`src/include/lcdp_pkg.sv`:
```
// shared constants for the character display nibble command port
package lcdp_pkg;

  localparam int CLK_PERIOD_NS = 10;

  // times as printed, in ns
  localparam int T_INIT_NS  = 30_000_000;  // 30 ms
  localparam int T_LONG_NS  = 1_530_000;   // 1.53 ms
  localparam int T_SHORT_NS = 39_000;      // 39 us
  localparam int T_DATA_NS  = 43_000;      // 43 us

  // least times, rounded up to whole cycles
  localparam int INIT_CYC  = (T_INIT_NS + CLK_PERIOD_NS - 1) / CLK_PERIOD_NS;
  localparam int LONG_CYC  = (T_LONG_NS + CLK_PERIOD_NS - 1) / CLK_PERIOD_NS;
  localparam int SHORT_CYC = (T_SHORT_NS + CLK_PERIOD_NS - 1) / CLK_PERIOD_NS;
  localparam int DATA_CYC  = (T_DATA_NS + CLK_PERIOD_NS - 1) / CLK_PERIOD_NS;

  // host strobe phase length, each of high and low
  localparam int STROBE_CYC = 4;

  localparam int CNT_W = 22;

  // display buffer layout, 40 columns by 2 lines
  localparam logic [6:0] LINE1_FIRST  = 7'h00;
  localparam logic [6:0] LINE1_LAST   = 7'h27;
  localparam logic [6:0] LINE2_FIRST  = 7'h40;
  localparam logic [6:0] LINE2_LAST   = 7'h67;
  localparam logic [5:0] SHIFT_LAST   = 6'h27;
  localparam logic [6:0] CLEAR_LAST   = 7'h7F;
  localparam logic [7:0] BLANK_CHAR   = 8'h20;
  localparam logic [7:0] GLYPH_BLANK  = 8'h00;

  // instruction class bit positions, highest set bit wins
  localparam int OP_DD_ADDR = 7;
  localparam int OP_CG_ADDR = 6;
  localparam int OP_FUNC    = 5;
  localparam int OP_SHIFT   = 4;
  localparam int OP_DISPLAY = 3;
  localparam int OP_ENTRY   = 2;
  localparam int OP_HOME    = 1;
  localparam int OP_CLEAR   = 0;

  // reset values of the mode flags
  localparam logic RST_INCREMENT = 1'b1;
  localparam logic RST_SHIFT_ACC = 1'b0;

  // startup sequence sent by the host
  localparam logic [7:0] BOOT_FUNC_SET  = 8'h28;
  localparam logic [7:0] BOOT_DISP_CTRL = 8'h0C;
  localparam logic [7:0] BOOT_CLEAR     = 8'h01;
  localparam logic [1:0] BOOT_STEPS     = 2'd3;

endpackage

```
`src/include/lcdp_if.sv`:
```
// six-line link between host board and display
interface lcdp_if;
  logic [3:0] nibble;
  logic       register_select;
  logic       nibble_strobe;

  modport host (
    output nibble,
    output register_select,
    output nibble_strobe
  );

  modport dev (
    input nibble,
    input register_select,
    input nibble_strobe
  );
endinterface

```
`src/lcdp_sync.sv`:
```
// two-flop synchroniser for pin inputs
module lcdp_sync #(
  parameter int W = 1
) (
  input  wire logic         clk,
  input  wire logic         rst,
  input  wire logic [W-1:0] d,
  output logic      [W-1:0] q
);
  logic [W-1:0] meta;

  always_ff @(posedge clk) begin
    if (rst) begin
      meta <= '0;
      q    <= '0;
    end else begin
      meta <= d;
      q    <= meta;
    end
  end
endmodule

```
`src/lcdp_device.sv`:
```
// display end: nibble capture, instruction decode, display and glyph RAM
module lcdp_device
  import lcdp_pkg::*;
#(
  parameter int INIT_CYCLES = INIT_CYC,
  parameter int LONG_CYCLES = LONG_CYC,
  parameter int DATA_CYCLES = DATA_CYC
) (
  input  wire logic       CLK,
  input  wire logic       RST,
  lcdp_if.dev             LINK,
  input  wire logic [6:0] RD_ADDR,
  input  wire logic [5:0] GLYPH_RD_ADDR,
  output logic      [7:0] RD_DATA,
  output logic      [7:0] GLYPH_DATA,
  output logic            BUSY,
  output logic      [6:0] CURSOR_ADDR,
  output logic      [5:0] DISPLAY_OFFSET,
  output logic            DISPLAY_ON,
  output logic            CURSOR_ON,
  output logic            BLINK_ON,
  output logic            INCREMENT,
  output logic            SHIFT_ON_ACCESS,
  output logic      [3:0] FUNC_CFG
);

  typedef enum logic [2:0] {
    DV_CLEAR  = 3'b001,
    DV_SETTLE = 3'b010,
    DV_IDLE   = 3'b100
  } lcdp_dev_state_t;

  typedef struct packed {
    lcdp_dev_state_t   state;
    logic [6:0]        clr_addr;
    logic              clr_glyph;
    logic [CNT_W-1:0]  wait_cnt;
    logic              busy;
    logic              half;
    logic [3:0]        hi_nib;
    logic              strobe_prev;
    logic [6:0]        dd_addr;
    logic [5:0]        cg_addr;
    logic              target_cg;
    logic              incr;
    logic              shift_acc;
    logic              disp_on;
    logic              cur_on;
    logic              blink_on;
    logic [5:0]        shift_ofs;
    logic [3:0]        func_cfg;
  } lcdp_dev_t;

  lcdp_dev_t st;
  lcdp_dev_t next_st;

  logic [5:0] pins;
  logic [3:0] pin_nib;
  logic       pin_rs;
  logic       pin_strobe;
  logic       strobe_fall;
  logic [7:0] cmd;

  logic       dd_we;
  logic [6:0] dd_wa;
  logic [7:0] dd_wd;
  logic       cg_we;
  logic [5:0] cg_wa;
  logic [7:0] cg_wd;

  logic [7:0] dd_ram [0:127];
  logic [7:0] cg_ram [0:63];

  lcdp_sync #(.W(6)) u_pin_sync (
    .clk (CLK),
    .rst (RST),
    .d   ({LINK.nibble_strobe, LINK.register_select, LINK.nibble}),
    .q   (pins)
  );

  assign pin_nib     = pins[3:0];
  assign pin_rs      = pins[4];
  assign pin_strobe  = pins[5];
  assign strobe_fall = st.strobe_prev & ~pin_strobe;
  assign cmd         = {st.hi_nib, pin_nib};

  // display address step, wrapping across the two 40-column lines
  function automatic logic [6:0] step_dd(input logic [6:0] a,
                                         input logic       up);
    logic [6:0] r;
    r = a;
    if (up) begin
      if (a == LINE1_LAST)      r = LINE2_FIRST;
      else if (a == LINE2_LAST) r = LINE1_FIRST;
      else                      r = a + 7'h01;
    end else begin
      if (a == LINE1_FIRST)      r = LINE2_LAST;
      else if (a == LINE2_FIRST) r = LINE1_LAST;
      else                       r = a - 7'h01;
    end
    return r;
  endfunction

  function automatic logic [5:0] step_ofs(input logic [5:0] o,
                                          input logic       up);
    logic [5:0] r;
    r = o;
    if (up) r = (o == SHIFT_LAST) ? 6'h00 : o + 6'h01;
    else    r = (o == 6'h00) ? SHIFT_LAST : o - 6'h01;
    return r;
  endfunction

  function automatic logic addr_valid(input logic [6:0] a);
    return (a <= LINE1_LAST) ||
           ((a >= LINE2_FIRST) && (a <= LINE2_LAST));
  endfunction

  always_comb begin
    next_st = st;
    dd_we   = 1'b0;
    dd_wa   = st.dd_addr;
    dd_wd   = cmd;
    cg_we   = 1'b0;
    cg_wa   = st.cg_addr;
    cg_wd   = cmd;
    next_st.strobe_prev = pin_strobe;
    if (st.wait_cnt != '0) begin
      next_st.wait_cnt = st.wait_cnt - CNT_W'(1);
    end
    unique case (st.state)
      DV_CLEAR: begin
        // sweep every address; glyph RAM only at power-up
        dd_we = 1'b1;
        dd_wa = st.clr_addr;
        dd_wd = BLANK_CHAR;
        cg_we = st.clr_glyph;
        cg_wa = st.clr_addr[5:0];
        cg_wd = GLYPH_BLANK;
        next_st.clr_addr = st.clr_addr + 7'h01;
        if (st.clr_addr == CLEAR_LAST) begin
          next_st.state = DV_SETTLE;
        end
      end
      DV_SETTLE: begin
        if (next_st.wait_cnt == '0) begin
          next_st.state = DV_IDLE;
        end
      end
      DV_IDLE: begin
        if (strobe_fall && !st.half) begin
          next_st.hi_nib = pin_nib;
          next_st.half   = 1'b1;
        end else if (strobe_fall) begin
          next_st.half = 1'b0;
          if (pin_rs) begin
            next_st.wait_cnt = CNT_W'(DATA_CYCLES);
            if (st.target_cg) begin
              cg_we = 1'b1;
              next_st.cg_addr = st.incr ? st.cg_addr + 6'h01
                                        : st.cg_addr - 6'h01;
            end else begin
              dd_we = 1'b1;
              next_st.dd_addr = step_dd(st.dd_addr, st.incr);
              if (st.shift_acc) begin
                next_st.shift_ofs = step_ofs(st.shift_ofs, st.incr);
              end
            end
          end else begin
            next_st.wait_cnt = CNT_W'(SHORT_CYC);
            if (cmd[OP_DD_ADDR]) begin
              // out-of-range addresses are ignored
              if (addr_valid(cmd[6:0])) begin
                next_st.dd_addr = cmd[6:0];
              end
              next_st.target_cg = 1'b0;
            end else if (cmd[OP_CG_ADDR]) begin
              next_st.cg_addr   = cmd[5:0];
              next_st.target_cg = 1'b1;
            end else if (cmd[OP_FUNC]) begin
              next_st.func_cfg = cmd[3:0];
            end else if (cmd[OP_SHIFT]) begin
              // shift right moves the window origin left
              if (cmd[3]) begin
                next_st.shift_ofs = step_ofs(st.shift_ofs, !cmd[2]);
              end else begin
                next_st.dd_addr = step_dd(st.dd_addr, cmd[2]);
              end
            end else if (cmd[OP_DISPLAY]) begin
              next_st.disp_on  = cmd[2];
              next_st.cur_on   = cmd[1];
              next_st.blink_on = cmd[0];
            end else if (cmd[OP_ENTRY]) begin
              next_st.incr      = cmd[1];
              next_st.shift_acc = cmd[0];
            end else if (cmd[OP_HOME]) begin
              next_st.dd_addr   = LINE1_FIRST;
              next_st.shift_ofs = 6'h00;
              next_st.target_cg = 1'b0;
              next_st.wait_cnt  = CNT_W'(LONG_CYCLES);
            end else if (cmd[OP_CLEAR]) begin
              next_st.dd_addr   = LINE1_FIRST;
              next_st.shift_ofs = 6'h00;
              next_st.target_cg = 1'b0;
              next_st.incr      = 1'b1;
              next_st.clr_addr  = 7'h00;
              next_st.clr_glyph = 1'b0;
              next_st.state     = DV_CLEAR;
              next_st.wait_cnt  = CNT_W'(LONG_CYCLES);
            end
          end
        end
      end
    endcase
    if (next_st.state != DV_IDLE) begin
      next_st.half = 1'b0;
    end
    next_st.busy = (next_st.wait_cnt != '0) || (next_st.state != DV_IDLE);
  end

  always_ff @(posedge CLK) begin
    if (RST) begin
      st           <= '0;
      st.state     <= DV_CLEAR;
      st.clr_glyph <= 1'b1;
      st.wait_cnt  <= CNT_W'(INIT_CYCLES);
      st.busy      <= 1'b1;
      st.incr      <= RST_INCREMENT;
      st.shift_acc <= RST_SHIFT_ACC;
    end else begin
      st <= next_st;
    end
  end

  // RAM holds no reset; power-up sweep fills it
  always_ff @(posedge CLK) begin
    if (dd_we) dd_ram[dd_wa] <= dd_wd;
    if (cg_we) cg_ram[cg_wa] <= cg_wd;
  end

  always_ff @(posedge CLK) begin
    if (RST) begin
      RD_DATA    <= 8'h00;
      GLYPH_DATA <= 8'h00;
    end else begin
      RD_DATA    <= dd_ram[RD_ADDR];
      GLYPH_DATA <= cg_ram[GLYPH_RD_ADDR];
    end
  end

  assign BUSY            = st.busy;
  assign CURSOR_ADDR     = st.dd_addr;
  assign DISPLAY_OFFSET  = st.shift_ofs;
  assign DISPLAY_ON      = st.disp_on;
  assign CURSOR_ON       = st.cur_on;
  assign BLINK_ON        = st.blink_on;
  assign INCREMENT       = st.incr;
  assign SHIFT_ON_ACCESS = st.shift_acc;
  assign FUNC_CFG        = st.func_cfg;

endmodule

```
`src/flat_wrapper.sv`:
```
// flat-port wrapper written by rule: the top's interface ports become plain ports
module lcdp_device_flat import lcdp_pkg::*;
#(
  parameter int INIT_CYCLES = INIT_CYC,
  parameter int LONG_CYCLES = LONG_CYC,
  parameter int DATA_CYCLES = DATA_CYC
)
  (CLK, RST, RD_ADDR, GLYPH_RD_ADDR, RD_DATA, GLYPH_DATA, BUSY, CURSOR_ADDR, DISPLAY_OFFSET, DISPLAY_ON, CURSOR_ON, BLINK_ON, INCREMENT, SHIFT_ON_ACCESS, FUNC_CFG, LINK_nibble, LINK_register_select, LINK_nibble_strobe);
  lcdp_if LINK_i ();
  input  wire logic CLK;
  input  wire logic RST;
  input  wire logic [6:0] RD_ADDR;
  input  wire logic [5:0] GLYPH_RD_ADDR;
  output logic      [7:0] RD_DATA;
  output logic      [7:0] GLYPH_DATA;
  output logic BUSY;
  output logic      [6:0] CURSOR_ADDR;
  output logic      [5:0] DISPLAY_OFFSET;
  output logic DISPLAY_ON;
  output logic CURSOR_ON;
  output logic BLINK_ON;
  output logic INCREMENT;
  output logic SHIFT_ON_ACCESS;
  output logic      [3:0] FUNC_CFG;
  input wire logic [$bits(LINK_i.nibble)-1:0] LINK_nibble;
  input wire logic [$bits(LINK_i.register_select)-1:0] LINK_register_select;
  input wire logic [$bits(LINK_i.nibble_strobe)-1:0] LINK_nibble_strobe;
  assign LINK_i.nibble = LINK_nibble;
  assign LINK_i.register_select = LINK_register_select;
  assign LINK_i.nibble_strobe = LINK_nibble_strobe;
  lcdp_device #(.INIT_CYCLES(INIT_CYCLES), .LONG_CYCLES(LONG_CYCLES), .DATA_CYCLES(DATA_CYCLES)) u_core (.CLK(CLK), .RST(RST), .LINK(LINK_i), .RD_ADDR(RD_ADDR), .GLYPH_RD_ADDR(GLYPH_RD_ADDR), .RD_DATA(RD_DATA), .GLYPH_DATA(GLYPH_DATA), .BUSY(BUSY), .CURSOR_ADDR(CURSOR_ADDR), .DISPLAY_OFFSET(DISPLAY_OFFSET), .DISPLAY_ON(DISPLAY_ON), .CURSOR_ON(CURSOR_ON), .BLINK_ON(BLINK_ON), .INCREMENT(INCREMENT), .SHIFT_ON_ACCESS(SHIFT_ON_ACCESS), .FUNC_CFG(FUNC_CFG));
endmodule
```
`config.mk`:
```
export PLATFORM = sky130hd
export DESIGN_NAME = lcdp_device_flat
export DESIGN_NICKNAME = d
export VERILOG_FILES = /design/src/include/lcdp_pkg.sv /design/src/include/lcdp_if.sv /design/src/lcdp_sync.sv /design/src/lcdp_device.sv /design/src/flat_wrapper.sv
export SDC_FILE = /design/constraint.sdc
export NUM_CORES = 2
export LEC_CHECK = 0
export BUFFER_PORTS_ARGS = -buffer_cell sky130_fd_sc_hd__buf_2
export CELL_PAD_IN_SITES_DETAIL_PLACEMENT = 0
export CELL_PAD_IN_SITES_GLOBAL_PLACEMENT = 1
export CORE_UTILIZATION = 60
export DETAILED_ROUTE_END_ITERATION = 10
export GPL_TIMING_DRIVEN = 0
export HOLD_SLACK_MARGIN = 0.15
export PLACE_DENSITY_LB_ADDON = 0.1
export SYNTH_ARGS = -nofsm -noshare
export SYNTH_HDL_FRONTEND = slang
export SYNTH_SLANG_ARGS = --single-unit
```
`constraint.sdc`:
```
create_clock -name CLK -period 15.9 [get_ports CLK]
set_input_delay 0.795 -clock CLK [delete_from_list [all_inputs] [get_ports CLK]]
set_output_delay 0.795 -clock CLK [all_outputs]
set_load 0.01 [all_outputs]
```
==> metrics.txt <==
worst min-delay path class=input port to flop; CTS max path bufs=3; Post-Synthesis Cells=3170; critical path fanouts, max=10; CP arrival=5.58 ns; Slew Viols, Final=0; number of setup buffers added after CTS=0; met1 global-route usage=39.83%; final setup margin=10.71 ns; largest area contributor in the netlist=edfxtp_1; synth warn=0; mean post-synth cell area=20.42 sq um; ANT nets after route=0; combinational fraction of design power=3.9%; gr busiest metal=met2; Die Span Y=330.4 um; number of hold violations in the final report=0; n_diodes=0; Sw Pwr=1.769 mW; CP startpoint kind=flop; synth-to-layout area growth=11.92%; WL/cell=31.04 um; worst skew pair latency=0.78 ns; Peak VDD IR=0.1087 mV; total wire length=153100 um; Starting Density=60.46%; Post-synth ARST share=0%; Min Clock Period, post-route=5.195 ns; number of global-route vias before repair=32660; leakage power=21.36 nW; final core utilization=67.66%; Syn Nets=3204; RSZ-0062 raised after global routing=no; post-synth top area share=71.26%; Total Routing Usage GR=28.75%; Reg power frac=53.4%; synthesized flop and latch total=1633; initial antenna violation count=0; Port Buffers=48; number of synthesized flops with an enable pin=1536; maxcap violations=0; first-pass GRT wire length=222300 um; Sink Count=1633; share of layout cells above drive strength 1=24.06%; synth top area cells=edfxtp_1, mux4_2, dfxtp_1; met2 GRT Util=46.57%; remaining global-route overflow=0; FMAX=0.1925 GHz; routability cong.=0.8814; worst-margin pin slew=1.456 ns; Ports=60; critical path class=flop to flop; DRT Pass-1 Iters=6; setup_tns=0 ns; sw frac=20.24%; Int Power=6.971 mW; FILL cells=6762; post-DP HPWL=99530 um; Die X=330.4 um; register area=0.04807 sq mm; hold bufs inserted after CTS=0; synthesized cell area=0.06472 sq mm; Seq/Total Area, Yosys=74.26%; Tcrit/Tclk final=32.67%; num rows=120; met3 Usage GRT=5.120%; initial DRC count=3446; type of destination of the critical path=flop; Cell Pwr Density=120.7 mW/mm^2; Setup Skew=0.02384 ns; Vias per Instance=6.560; largest net degree at the start of global routing=93; critical path required time=16.29 ns; CTS tree=done; Residual DRC=0; core area=0.1071 sq mm; TritonCTS buffer count=159; detailed-route via count=32360; worst slack, placed=10.78 ns; Setup violations, final=0; die area=0.1092 sq mm; Clk network pwr share=42.7%; Final #Nets=3435; outcome=completed; CTS H-Tree Depth=4; CTS resizes=0; area occupied by multi-input gates=0.01579 sq mm; Root Buffer=clkbuf_16; clock-pin slew on the worst setup and hold paths=0.07 ns; Main synth FF type=edfxtp_1; Unique masters post-synth=73; max_slew headroom=1.876%
==> power by group through the flow <==
stage               clock, mW  combinational [mW]  sequential [mW]
global placement            0               0.341             4.75
detailed placement          0               0.344             4.76
finish                   3.73               0.344             4.67
global route             3.92               0.359             4.66
CTS                      3.77               0.346             4.67
floorplan                   0               0.222             4.75
==> state kept, by name, summed over array words and instances, names as in the netlist <==
name	count
u_core.dd_ram	1024
u_core.cg_ram	512
u_core.FUNC_CFG	4
u_core.CURSOR_ADDR	7
u_core.GLYPH_DATA	8
u_core.BLINK_ON	1
u_core.st	42
u_core.DISPLAY_OFFSET	6
u_core.u_pin_sync.q	6
u_core.BUSY	1
u_core.cmd	4
u_core.u_pin_sync.meta	6
u_core.DISPLAY_ON	1
u_core.RD_DATA	8
u_core.INCREMENT	1
u_core.CURSOR_ON	1
u_core.SHIFT_ON_ACCESS	1
==> critical path, stage by stage, from the launching register on <==
cell and delay (ns):
dfxtp_1 0.30, nand2b_1 0.23, nor4b_2 0.80, nand2_1 0.29
o41ai_1 0.89, nand2_1 0.79, clkbuf_1 0.68, nor2_1 0.81
==> cell usage after synthesis (9+ instances only) <==
library cell / count
edfxtp_1: 1536
mux4_2: 480
nor2_1: 270
clkbuf_1: 110
nand2_1: 107
dfxtp_1: 97
mux2i_1: 53
a21oi_1: 35
buf_2: 34
nor2b_1: 33
o21ai_0: 30
buf_1: 28
nand3_1: 22
nand3b_1: 22
nor3_1: 20
buf_4: 19
inv_1: 17
a22oi_1: 15
nand2b_1: 14
a211oi_1: 13
ha_1: 12
xnor2_1: 12
xor2_1: 12
o31ai_1: 11
or3_1: 11
a221oi_1: 9
and2_1: 9
==> stage by stage <==
stage / hold WS, ns / total power, mW / area [sq um] / cells
4_1_cts: 0.1968 / 8.783 / 72440 / 4932
3_3_place_gp: 0.4258 / 5.095 / 66720 / 4621
6_report: 0.2349 / 8.740 / 72440 / 4932
3_5_place_dp: 0.4273 / 5.100 / 67300 / 4643
5_1_grt: 0.2311 / 8.949 / 72440 / 4932
2_1_floorplan: 0.4138 / 4.975 / 64720 / 3170
==> layout by cell type, fill, tap and decap left out, types with 15 or more instances in the layout <==
cell / instances
nor2_1: 268
o21ai_0: 30
mux4_2: 480
mux2i_1: 53
clkinv_2: 20
clkbuf_1: 156
buf_4: 19
a22oi_1: 15
nor3_1: 20
nor2b_1: 33
dfxtp_1: 97
nand3b_1: 22
nand2_1: 107
a21oi_1: 35
nand3_1: 22
buf_2: 82
edfxtp_1: 1536
clkinv_1: 32
buf_1: 28
clkbuf_16: 168
inv_1: 17
==> worst paths after layout <==
check / from / endpoint / slack (ns) / cells after the start
worst max-delay path: u_core.u_pin_sync.q[5] / u_core.dd_ram[33][7] / 10.71 / 7
worst min-delay path: LINK_nibble[2] / u_core.u_pin_sync.meta[2] / 0.23 / 2
worst max register to register: u_core.u_pin_sync.q[5] / u_core.dd_ram[33][7] / 10.71 / 7
worst min register to register: u_core.u_pin_sync.meta[4] / u_core.u_pin_sync.q[4] / 0.44 / 1
==> routing by layer <==
layer	share of wire (%)	wire [um]
met2	50	76650
met1	39	59760
met5	0	0
met3	7.4	11370
met4	3.5	5329
==> layout make-up <==
| type | instances | area share, % |
|---|---|---|
| buffer | 193 | 1.169 |
| clock buffer | 219 | 6.137 |
| clock inverter | 70 | 0.9569 |
| inverter | 17 | 0.08809 |
| multi-input combinational | 1327 | 21.79 |
| sequential | 1633 | 66.36 |
| tap | 1403 | 2.423 |
| timing repair buffer | 70 | 1.074 |
==> kinds of logic after synthesis <==
group / share of synthesized area (%)
and+or+nand+nor: 4.118
DFF: 74.26
muxes: 17.59
adders and majority gates: 0.2629
xor gates and xnor gates: 0.3248
AOI/OAI and AO/OA: 2.032
buffers and inverters: 1.407
No activity file was read; power rests on OpenSTA's default activity.
